`config.mk`:
```
export PLATFORM = sky130hd
export DESIGN_NAME = sil1_ctrl
export DESIGN_NICKNAME = d
export VERILOG_FILES = /design/src/inc/sil1_pkg.sv /design/src/verilog/sil1_ctrl.sv /design/src/verilog/sil1_pulse_gen.sv
export VERILOG_INCLUDE_DIRS = /design/src /design/src/inc
export SDC_FILE = /design/constraint.sdc
export NUM_CORES = 1
export LEC_CHECK = 0
export BUFFER_PORTS_ARGS = -buffer_cell sky130_fd_sc_hd__buf_2
export CELL_PAD_IN_SITES_DETAIL_PLACEMENT = 1
export CELL_PAD_IN_SITES_GLOBAL_PLACEMENT = 1
export CORE_MARGIN = 3
export CORE_UTILIZATION = 50
export CTS_CLUSTER_DIAMETER = 200
export DETAILED_ROUTE_END_ITERATION = 8
export GPL_ROUTABILITY_DRIVEN = 1
export GPL_TIMING_DRIVEN = 0
export PLACE_DENSITY = 0.91
export SLEW_MARGIN = 20
export SYNTH_ARGS = -nofsm -noshare
export SYNTH_HDL_FRONTEND = slang
export SYNTH_SLANG_ARGS = --single-unit
```
`constraint.sdc`:
```
create_clock -name I_CLK -period 7.65 [get_ports I_CLK]
set_input_delay 1.53 -clock I_CLK [delete_from_list [all_inputs] [get_ports I_CLK]]
set_output_delay 1.53 -clock I_CLK [all_outputs]
set_load 0.05 [all_outputs]
```
`src/inc/sil1_map.svh`:
```
// Constants for the S interface layer 1 control block
`ifndef SIL1_MAP_SVH
`define SIL1_MAP_SVH
`define SIL1_CMD_DEACT       4'h0
`define SIL1_CMD_RESET       4'h1
`define SIL1_CMD_SINGLE      4'h2
`define SIL1_CMD_CONT        4'h3
`define SIL1_CMD_ACT_C1      4'h8
`define SIL1_CMD_ACT_C2      4'h9
`define SIL1_CMD_DEACK       4'hF
`define SIL1_IND_TEST        4'h0
`define SIL1_IND_RESET       4'h1
`define SIL1_IND_RESYNC      4'h4
`define SIL1_IND_WAKE        4'h8
`define SIL1_IND_ACT_C1      4'hC
`define SIL1_IND_ACT_C2      4'hD
`define SIL1_IND_DEACT_DONE  4'hF
`define SIL1_PRIO_C1         4'h8
`define SIL1_PRIO_C2         4'hA
`define SIL1_BAD_LIMIT       3'h2
`define SIL1_GOOD_LIMIT      3'h5
`define SIL1_MF_LEN          5'h14
`define SIL1_MF_LOCK         5'h14
`define SIL1_DEACT_MS        25
`define SIL1_CLK_MHZ         50
`define SIL1_CONT_KHZ        96
`define SIL1_SINGLE_KHZ      2
`endif

```
`src/inc/sil1_pkg.sv`:
```
// Types for the S interface layer 1 control block
package sil1_pkg;
    typedef enum logic [5:0] {
        SIL1_DEACT    = 6'h01,
        SIL1_PEND_ACT = 6'h02,
        SIL1_ACTIVE   = 6'h04,
        SIL1_PEND_DEA = 6'h08,
        SIL1_AWAIT_DE = 6'h10,
        SIL1_TEST     = 6'h20
    } sil1_state_e;
endpackage

```
`src/verilog/sil1_ctrl.sv`:
```
// Layer 1 control: command/indication, D access, alignment, multiframe
// How it works
// - Code 0000 deactivates and stops clocks
// - Code 0001 resets, reports code 0001
// - 1000 activates; 1111 acknowledges final deactivation
// - 0011 continuous pulses, 0010 isolated pulses
// - Report resync, wake and synchronous codes
// - Report 1111 on timer or idle
// - Echo mismatch stops D, then monitor
// - Two classes: levels 8/9 and 10/11
// - 1000 sets priority 8, 1001 sets 10
// - Active report 1100 or 1101 by class
// - One bad frame keeps alignment
// - Mirror received framing bit one
// - Two bad frames lose alignment
// - Fifth good frame regains alignment
// - Lock after 20 good M-bit frames
// - Capture S bits of frames 1,6,11,16
// - Pulse event when captured S bits change
// - Lock status shown beside S bits
// - Send Q bits when locked, else mirror
// - Mirror resumes at next framing bit
// - Disable bit stops multiframe processing
// - Codes persist until replaced
`timescale 1ns/1ns
`include "sil1_map.svh"
module sil1_ctrl
    import sil1_pkg::*;
#(
    parameter int DEACT_CYC = `SIL1_DEACT_MS * `SIL1_CLK_MHZ * 1000,
    parameter int CLK_KHZ   = `SIL1_CLK_MHZ * 1000
) (
    // Clock and reset
    input  wire logic       I_CLK,
    input  wire logic       I_ARST_N,
    // Command and mode
    input  wire logic [3:0] I_CMD_CODE,
    input  wire logic       I_NET_MODE,
    input  wire logic       I_MF_OFF,
    input  wire logic [3:0] I_QBITS,
    input  wire logic       I_LOWER_PRIO,
    // Line events from the receiver, pins
    input  wire logic       I_RX_INFO0,
    input  wire logic       I_RX_WAKE,
    input  wire logic       I_RX_ACTIVE,
    input  wire logic       I_RX_OTHER,
    input  wire logic       I_FRAME_STB,
    input  wire logic       I_FRAME_GOOD,
    input  wire logic       I_RX_FA,
    input  wire logic       I_RX_M,
    input  wire logic       I_RX_S,
    // D channel
    input  wire logic       I_D_TX_REQ,
    input  wire logic       I_D_TX_BIT,
    input  wire logic       I_D_BIT_STB,
    input  wire logic       I_ECHO_BIT,
    // Indication and status
    output logic [3:0]      O_IND_CODE,
    output logic            O_CLK_EN,
    output logic [1:0]      O_TX_INFO,
    output logic            O_PULSE_POS,
    output logic            O_PULSE_NEG,
    output logic [3:0]      O_PRIO,
    output logic            O_D_TX_EN,
    output logic            O_COLLISION,
    output logic            O_FRAME_ALIGNED,
    output logic [4:0]      O_SBIT_RX,
    output logic            O_SBIT_CHG,
    output logic            O_TX_FA
);
    localparam int TW = $clog2(DEACT_CYC + 1);

    // Two flop synchronisers for line, D channel and multiframe disable inputs only
    localparam int NS = 14;
    wire  [NS-1:0] raw = {I_RX_INFO0, I_RX_WAKE, I_RX_ACTIVE, I_RX_OTHER,
                          I_FRAME_STB, I_FRAME_GOOD, I_RX_FA, I_RX_M,
                          I_RX_S, I_D_TX_REQ, I_D_TX_BIT, I_D_BIT_STB,
                          I_ECHO_BIT, I_MF_OFF};
    logic [NS-1:0] s1_q;
    logic [NS-1:0] s2_q;
    always_ff @(posedge I_CLK or negedge I_ARST_N) begin
        if (!I_ARST_N) begin
            s1_q <= '0;
            s2_q <= '0;
        end else begin
            s1_q <= raw;
            s2_q <= s1_q;
        end
    end
    wire rx_info0 = s2_q[13];
    wire rx_wake  = s2_q[12];
    wire rx_act   = s2_q[11];
    wire rx_other = s2_q[10];
    wire fstb_lv  = s2_q[9];
    wire fgood    = s2_q[8];
    wire rx_fa    = s2_q[7];
    wire rx_m     = s2_q[6];
    wire rx_s     = s2_q[5];
    wire d_req    = s2_q[4];
    wire d_bit    = s2_q[3];
    wire dstb_lv  = s2_q[2];
    wire echo     = s2_q[1];
    wire mf_off   = s2_q[0];

    logic fstb_d1_q;
    logic dstb_d1_q;
    logic frame_al_q;
    wire  fstb = fstb_lv & ~fstb_d1_q;
    wire  dstb = dstb_lv & ~dstb_d1_q;

    // Activation state machine
    sil1_state_e st_q;
    sil1_state_e st_d;
    logic [TW-1:0] tmr_q;
    wire  cmd_act  = (I_CMD_CODE == `SIL1_CMD_ACT_C1) ||
                     (I_CMD_CODE == `SIL1_CMD_ACT_C2);
    wire  cmd_test = (I_CMD_CODE == `SIL1_CMD_CONT) ||
                     (I_CMD_CODE == `SIL1_CMD_SINGLE);
    wire  tmr_done = (tmr_q == TW'(DEACT_CYC));

    always_comb begin
        st_d = st_q;
        case (st_q)
            SIL1_DEACT: begin
                if (cmd_act || rx_wake)
                    st_d = SIL1_PEND_ACT;
                else if (cmd_test)
                    st_d = SIL1_TEST;
            end
            SIL1_PEND_ACT: begin
                if (I_CMD_CODE == `SIL1_CMD_DEACT)
                    st_d = SIL1_PEND_DEA;
                else if (rx_act && frame_al_q)
                    st_d = SIL1_ACTIVE;
            end
            SIL1_ACTIVE: begin
                if (I_CMD_CODE == `SIL1_CMD_DEACT)
                    st_d = SIL1_PEND_DEA;
                else if (!frame_al_q || rx_other)
                    st_d = SIL1_PEND_ACT;
            end
            SIL1_PEND_DEA: begin
                if (tmr_done || rx_info0)
                    st_d = SIL1_AWAIT_DE;
            end
            SIL1_AWAIT_DE: begin
                if (I_CMD_CODE == `SIL1_CMD_DEACK)
                    st_d = SIL1_DEACT;
            end
            SIL1_TEST: begin
                if (!cmd_test)
                    st_d = SIL1_DEACT;
            end
            default: st_d = SIL1_DEACT;
        endcase
        if (I_CMD_CODE == `SIL1_CMD_RESET)
            st_d = SIL1_PEND_DEA;
        if (!I_NET_MODE)
            st_d = SIL1_DEACT;
    end

    wire [3:0] base_prio = (I_CMD_CODE == `SIL1_CMD_ACT_C2) ?
                           `SIL1_PRIO_C2 : `SIL1_PRIO_C1;
    // Lower level is normal plus one
    wire [3:0] prio_d = cmd_act ?
                        (base_prio | {3'h0, I_LOWER_PRIO}) : O_PRIO;
    wire       class2 = O_PRIO[1];

    wire [3:0] ind_d =
        (I_CMD_CODE == `SIL1_CMD_RESET) ? `SIL1_IND_RESET :
        (st_q == SIL1_ACTIVE) ?
            (class2 ? `SIL1_IND_ACT_C2 : `SIL1_IND_ACT_C1) :
        (st_q == SIL1_PEND_ACT && rx_wake)  ? `SIL1_IND_WAKE :
        (st_q == SIL1_PEND_ACT) ? `SIL1_IND_RESYNC :
        (st_q == SIL1_AWAIT_DE) ? `SIL1_IND_DEACT_DONE :
        (st_q == SIL1_PEND_DEA) ? `SIL1_IND_RESET :
        (st_q == SIL1_DEACT && rx_wake) ? `SIL1_IND_WAKE :
        (st_q == SIL1_TEST) ? `SIL1_IND_TEST : O_IND_CODE;

    wire [1:0] info_d = (st_q == SIL1_ACTIVE)   ? 2'h3 :
                        (st_q == SIL1_PEND_ACT) ? 2'h2 : 2'h0;

    always_ff @(posedge I_CLK or negedge I_ARST_N) begin
        if (!I_ARST_N) begin
            st_q       <= SIL1_DEACT;
            tmr_q      <= '0;
            O_IND_CODE <= `SIL1_IND_RESET;
            O_CLK_EN   <= 1'b0;
            O_TX_INFO  <= 2'h0;
            O_PRIO     <= `SIL1_PRIO_C1;
        end else begin
            st_q       <= st_d;
            tmr_q      <= (st_q == SIL1_PEND_DEA && !tmr_done) ?
                          tmr_q + TW'(1) : TW'(0);
            O_IND_CODE <= ind_d;
            O_TX_INFO  <= info_d;
            O_PRIO     <= prio_d;
            O_CLK_EN   <= (st_q != SIL1_DEACT) &&
                          (st_q != SIL1_AWAIT_DE);
        end
    end

    sil1_pulse_gen #(
        .CLK_KHZ (CLK_KHZ)
    ) u_pulse (
        .I_CLK    (I_CLK),
        .I_ARST_N (I_ARST_N),
        .i_cont   (st_q == SIL1_TEST && I_CMD_CODE == `SIL1_CMD_CONT),
        .i_single (st_q == SIL1_TEST && I_CMD_CODE == `SIL1_CMD_SINGLE),
        .o_pos    (O_PULSE_POS),
        .o_neg    (O_PULSE_NEG)
    );

    // D channel collision detection
    // Mismatch stops sending until idle
    wire coll = dstb && O_D_TX_EN && (d_bit != echo);
    always_ff @(posedge I_CLK or negedge I_ARST_N) begin
        if (!I_ARST_N) begin
            O_D_TX_EN   <= 1'b0;
            O_COLLISION <= 1'b0;
            dstb_d1_q   <= 1'b0;
        end else begin
            dstb_d1_q   <= dstb_lv;
            O_COLLISION <= coll;
            if (coll || !d_req)
                O_D_TX_EN <= 1'b0;
            else if (dstb && d_req && echo && !O_COLLISION)
                O_D_TX_EN <= 1'b1;
        end
    end

    // Frame alignment counters
    logic [2:0] bad_q;
    logic [2:0] good_q;
    // Alignment flop drives the pin directly
    assign O_FRAME_ALIGNED = frame_al_q;
    always_ff @(posedge I_CLK or negedge I_ARST_N) begin
        if (!I_ARST_N) begin
            bad_q      <= 3'h0;
            good_q     <= 3'h0;
            frame_al_q <= 1'b0;
            fstb_d1_q  <= 1'b0;
        end else begin
            fstb_d1_q <= fstb_lv;
            if (fstb && frame_al_q) begin
                bad_q <= fgood ? 3'h0 : bad_q + 3'h1;
                if (!fgood && bad_q + 3'h1 >= `SIL1_BAD_LIMIT) begin
                    frame_al_q <= 1'b0;
                    good_q     <= 3'h0;
                end
            end else if (fstb) begin
                good_q <= fgood ? good_q + 3'h1 : 3'h0;
                if (fgood && good_q + 3'h1 >= `SIL1_GOOD_LIMIT) begin
                    frame_al_q <= 1'b1;
                    bad_q      <= 3'h0;
                end
            end
        end
    end

    // Multiframe tracking
    logic [4:0] fnum_q;
    logic [4:0] mcnt_q;
    logic       mlock_q;
    logic [3:0] sbits_q;
    wire  [4:0] fnum_n = (rx_m || fnum_q == `SIL1_MF_LEN) ?
                         5'h1 : fnum_q + 5'h1;
    wire        m_ok   = rx_m == (fnum_n == 5'h1);
    wire        qslot  = (fnum_n == 5'h1) || (fnum_n == 5'h6) ||
                         (fnum_n == 5'hB) || (fnum_n == 5'h10);
    wire [1:0]  qidx   = fnum_n == 5'h1 ? 2'h0 : fnum_n == 5'h6 ? 2'h1 :
                         fnum_n == 5'hB ? 2'h2 : 2'h3;
    wire        mf_run = !mf_off && frame_al_q;
    wire        lose   = fstb && (!m_ok || !fgood);

    always_ff @(posedge I_CLK or negedge I_ARST_N) begin
        if (!I_ARST_N) begin
            fnum_q  <= 5'h0;
            mcnt_q  <= 5'h0;
            mlock_q <= 1'b0;
            sbits_q <= 4'h0;
            O_SBIT_RX  <= 5'h00;
            O_SBIT_CHG <= 1'b0;
            O_TX_FA    <= 1'b0;
        end else begin
            O_SBIT_CHG <= 1'b0;
            if (!mf_run) begin
                mlock_q <= 1'b0;
                mcnt_q  <= 5'h0;
                fnum_q  <= 5'h0;
            end else if (fstb) begin
                fnum_q <= fnum_n;
                if (lose || (mcnt_q == 5'h0 && fnum_n != 5'h1)) begin
                    mcnt_q  <= 5'h0;
                    mlock_q <= 1'b0;
                end else if (mcnt_q < `SIL1_MF_LOCK) begin
                    mcnt_q <= mcnt_q + 5'h1;
                    if (mcnt_q + 5'h1 == `SIL1_MF_LOCK)
                        mlock_q <= 1'b1;
                end
                if (mlock_q && !lose && qslot)
                    sbits_q[qidx] <= rx_s;
            end
            O_SBIT_RX <= {mlock_q, sbits_q};
            if (mlock_q && O_SBIT_RX[3:0] != sbits_q && O_SBIT_RX[4])
                O_SBIT_CHG <= 1'b1;
            if (fstb)
                O_TX_FA <= (mlock_q && !lose && qslot) ?
                           I_QBITS[qidx] : rx_fa;
        end
    end
endmodule

```
`src/verilog/sil1_pulse_gen.sv`:
```
// Test pulse generator: continuous or isolated alternating pulses
`timescale 1ns/1ns
`include "sil1_map.svh"
module sil1_pulse_gen
    import sil1_pkg::*;
#(
    parameter int CLK_KHZ = `SIL1_CLK_MHZ * 1000
) (
    // Clock and reset
    input  wire logic I_CLK,
    input  wire logic I_ARST_N,
    // Control
    input  wire logic i_cont,
    input  wire logic i_single,
    // Pulse outputs
    output logic      o_pos,
    output logic      o_neg
);
    localparam int CONT_DIV = CLK_KHZ / (2 * `SIL1_CONT_KHZ);
    localparam int SNG_DIV  = CLK_KHZ / (2 * `SIL1_SINGLE_KHZ);
    localparam int CW       = $clog2(SNG_DIV + 1);

    logic [CW-1:0] cnt_q;
    logic          pol_q;
    logic          on_q;
    wire  [CW-1:0] lim = i_cont ? CW'(CONT_DIV - 1) : CW'(SNG_DIV - 1);
    wire           wrap = (cnt_q >= lim);
    wire           run  = i_cont | i_single;
    // Isolated pulse lasts one continuous-rate half period
    wire           pulse = i_cont ? on_q : (on_q && cnt_q < CW'(CONT_DIV));

    always_ff @(posedge I_CLK or negedge I_ARST_N) begin
        if (!I_ARST_N) begin
            cnt_q <= '0;
            pol_q <= 1'b0;
            on_q  <= 1'b0;
        end else if (!run) begin
            cnt_q <= '0;
            on_q  <= 1'b0;
        end else if (wrap) begin
            cnt_q <= '0;
            on_q  <= 1'b1;
            pol_q <= ~pol_q;
        end else begin
            cnt_q <= cnt_q + CW'(1);
        end
    end

    always_ff @(posedge I_CLK or negedge I_ARST_N) begin
        if (!I_ARST_N) begin
            o_pos <= 1'b0;
            o_neg <= 1'b0;
        end else begin
            o_pos <= run & pulse & pol_q;
            o_neg <= run & pulse & ~pol_q;
        end
    end
endmodule

```
==> out/metrics.cfg, run 1 <==
[worst_setup_path]
r2r_slack_ns=4.01
arrival_ns=4.03
reg2reg_from=st_q[1]$_DFFE_PN0P_
cp_slowest_cell=dfrtp_1
start_kind=flop
crit_top_cell=nand2_1
cpPeakStageDelay_ns=0.47
cp.required_ns=8.04
worstRegToRegCells=13
endpoint_kind=flop
worstSetupPathType=flop to flop
crit_fanout=10
worstPathCellList=nor4_2, and3b_1, nand2_1, nor3_1, nand2_1, ha_1, inv_1, a31o_2, a41oi_1, o22ai_1, nand2_1, clkbuf_1, nor2_1
r2r_end=u_pulse.cnt_q[7]$_DFF_PN0_

[floorplan]
die_area_mm2=0.0123
pin_count=49
fp.dieW_um=111
die_h_um=111
start_util_pct=52.2
core_area_mm2=0.0105
rows=37

[worst_hold_path]
worst_hold_path.num_cells=0
min-delay-start=s1_q[4]$_DFF_PN0_
hold_end=s2_q[4]$_DFF_PN0_
min_path_type=flop to flop

[synthesis]
synth_ff_type=dfrtp_1
yosys-top-cells-area=dfrtp_1, nor2_1, xor2_1
ys_types=75
synth_nets=563
yosys.area.top_type=dfrtp_1
syn_avg_cell_area_um2=10.4
ys_warn_count=0
syn_area_mm2=0.00548
ys_ff_latch=115
ys_seq_area_share_pct=52.5
yosysTopAreaCellShare_pct=51.6
postSynthCellCount=525
async_flop_share_pct=100
synth_edf_count=0

[finish]
final_common_cell=dfrtp_1
stdcell_count=739
final_cell_mix=dfrtp_1, nor2_1, nand2_1
antenna_cells=0
drive_gt1_share_pct=17.4
area_delta_synth_final_pct=19.0
nets=628
design_area_mm2=0.00652

[grt]
track_usage_pct=24.6
grt_max_degree=61
overflow=0
antenna_found_initial=0
grt_pass1_wl_um=24200
grt_pass1_vias=4870

[timing]
setup_viol=0
rsz0062_at_grt=no
finalCriticalPeriod_ns=3.64
finalCritPeriodShare_pct=47.6
tns_ns=0
drv_slew=0
clock.fmax_mhz=275
hold_viol=0
clock_skew_ns=0.00700
relSlewSlack_pct=46.7
worst-slew-pin-transition_ns=0.793

[clock_tree]
cts_buffer_depth=2
post_cts_buffers=0
numCtsBuffers=17
cts_hold_buf=0
clkLatencyLatePin_ns=0.53
clk_pin_slew_ns=0.06
cts_tree=built
clock_sinks=115
cts_root_buf=clkbuf_8
post_cts_resized=0
cts_max_level=4

[route]
drc=0
drt-initial-drc-count=180
vias=4309
wire_per_inst_um=19.1
dr.pass1.iters=4
wl_um=14100
final_antenna_net_count=0
via_per_inst=5.83

[placement]
port_buffers=45
dp_hpwl_um=9750
placed_area_mm2=0.00591
numPlacedInstances=707
place.gp.congestion=0.814

[flow_run]
max-cap-violations=0

[power_and_ir_drop]
leakage_uw=0.00294
ir_drop_uv=158
p_per_area_mw_per_mm2=269

[outcome]
outcome=complete, no violations

==> layer usage <==
| metal | vias up | track usage (%) | wire length [um] |
|---|---|---|---|
| met5 | - | 0 | 0 |
| met4 | 0 | 9.36 | 338 |
| met3 | 31 | 6.28 | 483 |
| met2 | 88 | 44.9 | 7780 |
| met1 | 2206 | 27.4 | 5540 |
| li1 | 1984 | - | - |
==> flip-flops by register name (all words and copies together) (netlist names), 2 cells and up <==
register / count
tmr_q: 21
s1_q: 14
s2_q: 14
u_pulse.cnt_q: 14
st_q: 6
O_SBIT_RX: 5
fnum_q: 5
mcnt_q: 5
O_IND_CODE: 4
sbits_q: 4
bad_q: 3
good_q: 3
O_PRIO: 2
O_TX_INFO: 2
==> area by class of cell <==
type                    instances  area, um2
inverters                      26       97.6
well taps                     136        170
flip-flops and latches        115       2880
multi-input cells             367       2410
repair buffers                 46        259
fillers                      1142       3990
clock buffers                  23        487
clock inverters                 9        125
plain buffers                  17       91.3
==> Yosys cell counts (all sizes together), types with 5 or more instances <==
cell type / n
dfrtp: 113
nor2: 64
nand2: 50
inv: 26
xor2: 23
nand3: 20
o21ai: 19
xnor2: 18
a21oi: 13
ha: 12
and3: 10
nor2b: 10
clkbuf: 9
buf: 8
or3: 7
nand2b: 6
nor3: 6
or4: 6
a41oi: 5
mux2: 5
nand4: 5
nor4: 5
o2111ai: 5
==> worst max path at each step <==
stage / start / to / slack [ns] / cells after the start
final: st_q[1]$_DFFE_PN0P_ / u_pulse.cnt_q[7]$_DFF_PN0_ / 4.01 / 13
after global routing: st_q[1]$_DFFE_PN0P_ / u_pulse.cnt_q[7]$_DFF_PN0_ / 3.59 / 13
after CTS: st_q[1]$_DFFE_PN0P_ / u_pulse.cnt_q[7]$_DFF_PN0_ / 3.94 / 13
after detailed placement: I_CMD_CODE[1] / u_pulse.cnt_q[7]$_DFF_PN0_ / 3.62 / 12
after global placement: I_ARST_N / u_pulse.cnt_q[6]$_DFF_PN0_ / 3.71 / 1
after floorplan: I_CMD_CODE[3] / u_pulse.pol_q$_DFFE_PN0P_ / 4.03 / 10
==> where the power goes <==
| group | leakage, uW | switching, uW | internal, uW |
|---|---|---|---|
| sequential | 0.00151 | 42.2 | 650 |
| clock | 0.000300 | 275 | 537 |
| combinational | 0.00113 | 170 | 82.9 |
| total | 0.00294 | 488 | 1270 |
==> through the flow <==
| stage | setup WS [ns] | total power, uW | hold slack (ns) | util, % |
|---|---|---|---|---|
| final | 4.01 | 1760 | 0.347 | 62.1 |
| after floorplan | 4.03 | 860 | 0.331 | - |
| after global placement | 3.71 | 923 | 0.332 | 55.9 |
| after global routing | 3.59 | 1830 | 0.352 | 62.1 |
| after CTS | 3.94 | 1770 | 0.349 | 62.1 |
| after detailed placement | 3.62 | 948 | 0.336 | 56.3 |
==> worst max-delay path: cells and delay by family (launching register included) <==
| kind | cells | cell delay [ns] |
|---|---|---|
| simple gates | 7 | 1.73 |
| fa+ha+maj | 1 | 0.35 |
| compound gates | 3 | 0.54 |
| buf+inv | 2 | 0.42 |
| flops | 1 | 0.47 |
==> logic make-up after synthesis <==
kind of cell	Yosys count	share of synthesized area [%]
muxes	7	1.46
xor gates and xnor gates	41	6.55
buffers and inverters	43	3.45
adders and majority gates	12	2.74
AOI/OAI and AO/OA	87	12.6
DFF	115	52.5
other	2	0.137
and+or+nand+nor	218	20.6
Note: power is estimated with default switching activity, not from simulation.
==> inputs of run 2 (changes only) <==
--- a/config.mk
+++ b/config.mk
@@ -10,12 +10,12 @@
 export CELL_PAD_IN_SITES_DETAIL_PLACEMENT = 1
 export CELL_PAD_IN_SITES_GLOBAL_PLACEMENT = 1
 export CORE_MARGIN = 3
-export CORE_UTILIZATION = 50
+export CORE_UTILIZATION = 47
 export CTS_CLUSTER_DIAMETER = 200
 export DETAILED_ROUTE_END_ITERATION = 8
 export GPL_ROUTABILITY_DRIVEN = 1
 export GPL_TIMING_DRIVEN = 0
-export PLACE_DENSITY = 0.91
+export PLACE_DENSITY = 0.86
 export SLEW_MARGIN = 20
 export SYNTH_ARGS = -nofsm -noshare
 export SYNTH_HDL_FRONTEND = slang
==> constraint.sdc (replaced) <==
create_clock -name I_CLK -period 3.8 [get_ports I_CLK]
set_input_delay 0.76 -clock I_CLK [delete_from_list [all_inputs] [get_ports I_CLK]]
set_output_delay 0.76 -clock I_CLK [all_outputs]
set_load 0.05 [all_outputs]
==> run 2 against run 1 <==
Net effect: hold slack got worse by 0.082 ns; sequential power up 100%; first-iteration DRC count grew 74%; count of clock-buffer cells in the layout is 5 lower; final area decreased by 0.92%; global-route usage shrank 1.1 points; non-clock buffer count unchanged; die area rose by 6.0%; critical path type unchanged.
==> out/metrics.cfg, run 2 (synthesized netlist as in run 1, its figures left out) <==
[placement]
place.gp.congestion=0.829  ; was 0.814
port_buffers=45  ; unchanged
numPlacedInstances=711  ; was 707
dp_hpwl_um=9540  ; was 9750 um

[worst_setup_path]
endpoint_kind=flop  ; unchanged
worstSetupPathType=flop to flop  ; unchanged
cp.required_ns=4.10  ; was 8.04 ns
start_kind=flop  ; unchanged
cp_top_family=simple AND/OR/NAND/NOR gates  ; unchanged
cpPeakStageDelay_ns=0.48  ; was 0.47 ns
worstPathCellList=nor4_2, and3b_1, nand2_1, nor3_1, nand2_1, ha_1, inv_1, a31o_2, a41oi_1, o22ai_1, or4_1, xnor2_1  ; was nor4_2, and3b_1, nand2_1, nor3_1, nand2_1, ha_1, inv_1, a31o_2, a41oi_1, o22ai_1, nand2_1, clkbuf_1, nor2_1
r2r_end=u_pulse.pol_q$_DFFE_PN0P_  ; was u_pulse.cnt_q[7]$_DFF_PN0_
critPathBufInv=1  ; was 2
cp_slowest_cell=or4_1  ; was dfrtp_1
crit_fanout=7  ; was 10
crit_top_cell=nand2_1  ; unchanged
arrival_ns=3.90  ; was 4.03 ns
r2r_slack_ns=0.20  ; was 4.01 ns
worstRegToRegCells=12  ; was 13
reg2reg_from=st_q[1]$_DFFE_PN0P_  ; unchanged

[finish]
largest_reg_flops=21  ; unchanged
drive_gt1_share_pct=17.7  ; was 17.4%
final_common_cell=dfrtp_1  ; unchanged
final_cell_mix=dfrtp_1, nor2_1, nand2_1  ; unchanged
nets=628  ; unchanged
regMostFlops=tmr_q  ; unchanged
antenna_cells=0  ; unchanged
stdcell_count=743  ; was 739
area_delta_synth_final_pct=17.9  ; was 19.0%

[clock_tree]
post_cts_buffers=0  ; unchanged
clk_pin_slew_ns=0.06  ; about the same
numCtsBuffers=17  ; unchanged
cts_max_level=4  ; unchanged
clkLatencyLatePin_ns=0.42  ; was 0.53 ns
cts_hold_buf=0  ; unchanged
clock_sinks=115  ; unchanged
cts_tree=built  ; unchanged
cts_buffer_depth=2  ; unchanged
cts_root_buf=clkbuf_16  ; was clkbuf_8

[route]
drc=0  ; unchanged
vias=4279  ; was 4309
wl_um=14000  ; was 14100 um
drt-initial-drc-count=314  ; was 180
wire_per_inst_um=18.8  ; was 19.1 um
final_antenna_net_count=0  ; unchanged
via_per_inst=5.76  ; was 5.83
dr.pass1.iters=4  ; unchanged

[grt]
grt_max_degree=71  ; was 61
overflow=0  ; unchanged
grt_pass1_wl_um=23800  ; was 24200 um
grt_pass1_vias=4736  ; was 4870
antenna_found_initial=0  ; unchanged
track_usage_pct=23.5  ; was 24.6%

[timing]
worst-slew-pin-transition_ns=0.648  ; was 0.793 ns
finalCritPeriodShare_pct=94.8  ; was 47.6%
drv_slew=0  ; unchanged
relSlewSlack_pct=56.2  ; was 46.7%
clock.fmax_mhz=278  ; was 275 MHz
tns_ns=0  ; unchanged
clock_skew_ns=0.00582  ; was 0.00700 ns
rsz0062_at_grt=no  ; unchanged
hold_viol=0  ; unchanged
finalCriticalPeriod_ns=3.60  ; was 3.64 ns
setup_viol=0  ; unchanged

[worst_hold_path]
min_path_type=input port to asynchronous set/reset pin  ; was flop to flop

[floorplan]
core_area_mm2=0.0111  ; was 0.0105 mm2
pin_count=49  ; unchanged
start_util_pct=49.3  ; was 52.2%
die_area_mm2=0.0130  ; was 0.0123 mm2
fp.dieW_um=114  ; was 111 um
rows=38  ; was 37
die_h_um=114  ; was 111 um

[flow_run]
max-cap-violations=0  ; unchanged

[power_and_ir_drop]
p_per_area_mw_per_mm2=520  ; was 269 mW/mm2
leakage_uw=0.00290  ; was 0.00294 uW
ir_drop_uv=473  ; was 158 uV

[outcome]
outcome=complete, no violations  ; unchanged

run 2: changes by cell type in the layout (fill, tap and decap cells not counted), sizes merged:
cell      change
clkbuf        -5
inv           +4
bufinv        -3
clkinv        +2
clkinvlp      +2
run 2: layer usage:
metal	GRT usage, %	part of all wire (%)	up-vias
li1	-	-	1982
met1	26.8	40	2174
met2	41.4	54	83
met3	4.77	2.7	40
met4	12.2	3.4	0
met5	0	0	-
run 2: what timing repair did:
action / in CTS / in global routing
endpoints found under the hold margin: 0 / 0
gates resized for setup: 0 / 2
endpoints found under the setup margin: 0 / 10
run 2: how the worst max path moves through the flow:
stage	start	end	cells after the start
final	st_q[1]$_DFFE_PN0P_	u_pulse.pol_q$_DFFE_PN0P_	12
after global routing	st_q[1]$_DFFE_PN0P_	u_pulse.pol_q$_DFFE_PN0P_	12
after CTS	st_q[1]$_DFFE_PN0P_	u_pulse.cnt_q[2]$_DFF_PN0_	13
after detailed placement	st_q[1]$_DFFE_PN0P_	u_pulse.cnt_q[2]$_DFF_PN0_	13
after global placement	st_q[1]$_DFFE_PN0P_	u_pulse.cnt_q[10]$_DFF_PN0_	13
after floorplan	st_q[1]$_DFFE_PN0P_	u_pulse.pol_q$_DFFE_PN0P_	12
run 2: cell type report:
cell class | instances | area, um2
fill | 1234 | 4660
sequential | 115 | 2880
multi-input combinational | 367 | 2410
clock buffer | 18 | 439
timing repair buffer | 46 | 259
tap | 140 | 175
clock inverter | 14 | 106
inverter | 26 | 97.6
buffer | 17 | 92.6
run 2: metrics by stage:
step / total power (uW) / util [%] / hold slack (ns) / worst slack (ns) / instance area (um2)
after floorplan: 1730 / - / 0.331 / 0.820 / 5480
after global placement: 1860 / 52.9 / 0.332 / 0.439 / 5880
after detailed placement: 1910 / 53.2 / 0.336 / 0.237 / 5920
after CTS: 3390 / 58.1 / 0.266 / 0.146 / 6460
after global routing: 3510 / 58.1 / 0.283 / 0.00521 / 6460
final: 3360 / 58.1 / 0.265 / 0.197 / 6460
run 2: report_power, final:
group | total [uW] | internal, uW | switching (uW)
clock | 1460 | 855 | 608
sequential | 1390 | 1310 | 81.8
combinational | 508 | 166 | 343
==> inputs of run 3 (changes only) <==
==> constraint.sdc (replaced) <==
create_clock -name I_CLK -period 3.7 [get_ports I_CLK]
set_input_delay 0.74 -clock I_CLK [delete_from_list [all_inputs] [get_ports I_CLK]]
set_output_delay 0.74 -clock I_CLK [all_outputs]
set_load 0.05 [all_outputs]
==> run 3 against run 2 <==
Net effect: non-clock buffer count did not move; flip-flop and latch count unchanged; sequential share of layout area hardly changed; worst setup slack better by 0.065 ns; register-to-register slack better by 0.07 ns; final cell count is the same; total power rose by 2.7%; critical path type unchanged; critical endpoint unchanged.
==> out/metrics.cfg, run 3 (synthesized netlist as in run 1, its figures left out) <==
[outcome]
outcome=complete, no violations  ; unchanged

[finish]
nets=628  ; unchanged
area_delta_synth_final_pct=18.0  ; was 17.9%
drive_gt1_share_pct=17.9  ; was 17.7%
design_area_mm2=0.00647  ; was 0.00646 mm2
final_cell_mix=dfrtp_1, nor2_1, nand2_1  ; unchanged
stdcell_count=743  ; unchanged
antenna_cells=0  ; unchanged
regMostFlops=tmr_q  ; unchanged
final_common_cell=dfrtp_1  ; unchanged
largest_reg_flops=21  ; unchanged

[floorplan]
die_area_mm2=0.0130  ; unchanged
core_area_mm2=0.0111  ; unchanged
die_h_um=114  ; unchanged
pin_count=49  ; unchanged
rows=38  ; unchanged
start_util_pct=49.3  ; unchanged
fp.dieW_um=114  ; unchanged

[power_and_ir_drop]
power_uw=3450  ; was 3360 uW
p_sw_uw=1060  ; was 1030 uW
internal_power_uw=2390  ; was 2330 uW
power_frac_comb_pct=15.1  ; about the same
clkPwrFrac_pct=43.6  ; was 43.5%
switching_share_pct=30.8  ; was 30.7%
sequentialPowerShare_pct=41.3  ; about the same
ir_drop_uv=486  ; was 473 uV
p_per_area_mw_per_mm2=534  ; was 520 mW/mm2
leakage_uw=0.00290  ; about the same

[worst_setup_path]
worstPathCellList=nor4_2, and3b_1, nand2_1, nor3_2, nand2_1, ha_1, inv_1, a31o_2, a41oi_1, o22ai_1, or4_1, xnor2_1  ; was nor4_2, and3b_1, nand2_1, nor3_1, nand2_1, ha_1, inv_1, a31o_2, a41oi_1, o22ai_1, or4_1, xnor2_1
cp_slowest_cell=or4_1  ; unchanged
arrival_ns=3.74  ; was 3.90 ns
crit_fanout=7  ; unchanged
crit_top_cell=nand2_1  ; unchanged
start_kind=flop  ; unchanged
cp.required_ns=4.00  ; was 4.10 ns
worstSetupPathType=flop to flop  ; unchanged
cpPeakStageDelay_ns=0.48  ; about the same
endpoint_kind=flop  ; unchanged

[grt]
grt_pass1_wl_um=23800  ; unchanged
track_usage_pct=23.5  ; unchanged
overflow=0  ; unchanged
antenna_found_initial=0  ; unchanged
grt_pass1_vias=4736  ; unchanged
grt_max_degree=71  ; unchanged

[timing]
setup_viol=0  ; unchanged
tns_ns=0  ; unchanged
clock_skew_ns=0.00697  ; was 0.00582 ns
drv_slew=0  ; unchanged
worst-slew-pin-transition_ns=0.647  ; was 0.648 ns
rsz0062_at_grt=no  ; unchanged
relSlewSlack_pct=56.2  ; about the same
finalCriticalPeriod_ns=3.44  ; was 3.60 ns
finalCritPeriodShare_pct=92.9  ; was 94.8%
clock.fmax_mhz=291  ; was 278 MHz
hold_viol=0  ; unchanged

[clock_tree]
numCtsBuffers=17  ; unchanged
clk_pin_slew_ns=0.06  ; about the same
cts_buffer_depth=2  ; unchanged
cts_max_level=4  ; unchanged
clock_sinks=115  ; unchanged
cts_hold_buf=0  ; unchanged
cts_tree=built  ; unchanged
cts_root_buf=clkbuf_16  ; unchanged
clkLatencyLatePin_ns=0.42  ; about the same
post_cts_buffers=0  ; unchanged

[route]
via_per_inst=5.78  ; was 5.76
drc=0  ; unchanged
drt-initial-drc-count=340  ; was 314
final_antenna_net_count=0  ; unchanged
dr.pass1.iters=4  ; unchanged
wire_per_inst_um=18.9  ; was 18.8 um
vias=4292  ; was 4279
wl_um=14000  ; about the same

[flow_run]
max-cap-violations=0  ; unchanged

[placement]
port_buffers=45  ; unchanged
dp_hpwl_um=9540  ; unchanged
placed_area_mm2=0.00592  ; unchanged
place.gp.congestion=0.829  ; unchanged
numPlacedInstances=711  ; unchanged

[worst_hold_path]
min_path_type=input port to asynchronous set/reset pin  ; unchanged

run 3: cell counts in the layout (fill, tap and decap cells not counted):
No cell type changed its count.
run 3: worst max-delay path: cells and delay by family (launching register included):
family,cells,cell delay (ns)
flip-flops,1,0.44
adder cells (fa/ha/maj),1,0.31
buffers and inverters,1,0.05
XOR/XNOR,1,0.17
AO/OA/AOI/OAI,3,0.66
AND/OR/NAND/NOR,6,1.68
run 3: path summary, 6_finish.rpt:
path / from / end / slack (ns) / cells after the start
min in group I_CLK: s1_q[11]$_DFF_PN0_ / s2_q[11]$_DFF_PN0_ / 0.35 / 0
setup / recovery: st_q[1]$_DFFE_PN0P_ / u_pulse.pol_q$_DFFE_PN0P_ / 0.26 / 12
hold / removal: I_ARST_N / u_pulse.cnt_q[6]$_DFF_PN0_ / 0.24 / 1
max in group asynchronous: I_ARST_N / O_IND_CODE[0]$_DFFE_PN1P_ / 2.76 / 2
setup reg to reg: st_q[1]$_DFFE_PN0P_ / u_pulse.pol_q$_DFFE_PN0P_ / 0.26 / 12
hold reg to reg: s1_q[11]$_DFF_PN0_ / s2_q[11]$_DFF_PN0_ / 0.35 / 0
run 3: timing repair:
action                     CTS  global route
hold endpoints to repair     0             0
resized for setup            0             3
setup endpoints to repair    0            11
run 3: cell type report:
cell class                 count  area (um2)
multi-input combinational    367        2420
tap                          140         175
inverter                      26        97.6
timing repair buffer          46         259
clock buffer                  18         439
buffer                        17        92.6
fill                        1232        4660
clock inverter                14         106
sequential                   115        2880
run 3: power groups by stage:
| stage | sequential, uW | combinational, uW | clock (uW) |
|---|---|---|---|
| finish | 1430 | 521 | 1500 |
| global route | 1440 | 577 | 1590 |
| CTS | 1420 | 529 | 1530 |
| detailed placement | 1440 | 517 | 0 |
| global placement | 1430 | 476 | 0 |
| floorplan | 1510 | 265 | 0 |
run 3: metal layers:
| layer | track usage [%] | vias up | routed length (um) |
|---|---|---|---|
| met5 | 0 | - | 0 |
| met4 | 12.2 | 0 | 474 |
| met3 | 4.77 | 41 | 398 |
| met2 | 41.4 | 86 | 7540 |
| met1 | 26.8 | 2184 | 5600 |
| li1 | - | 1981 | - |
run 3: per-stage QoR:
step	util [%]	hold WS (ns)	setup WS, ns
floorplan	-	0.331	0.720
global placement	52.9	0.332	0.339
detailed placement	53.2	0.336	0.137
CTS	58.1	0.246	0.0462
global route	58.1	0.263	0.0993
finish	58.1	0.241	0.262
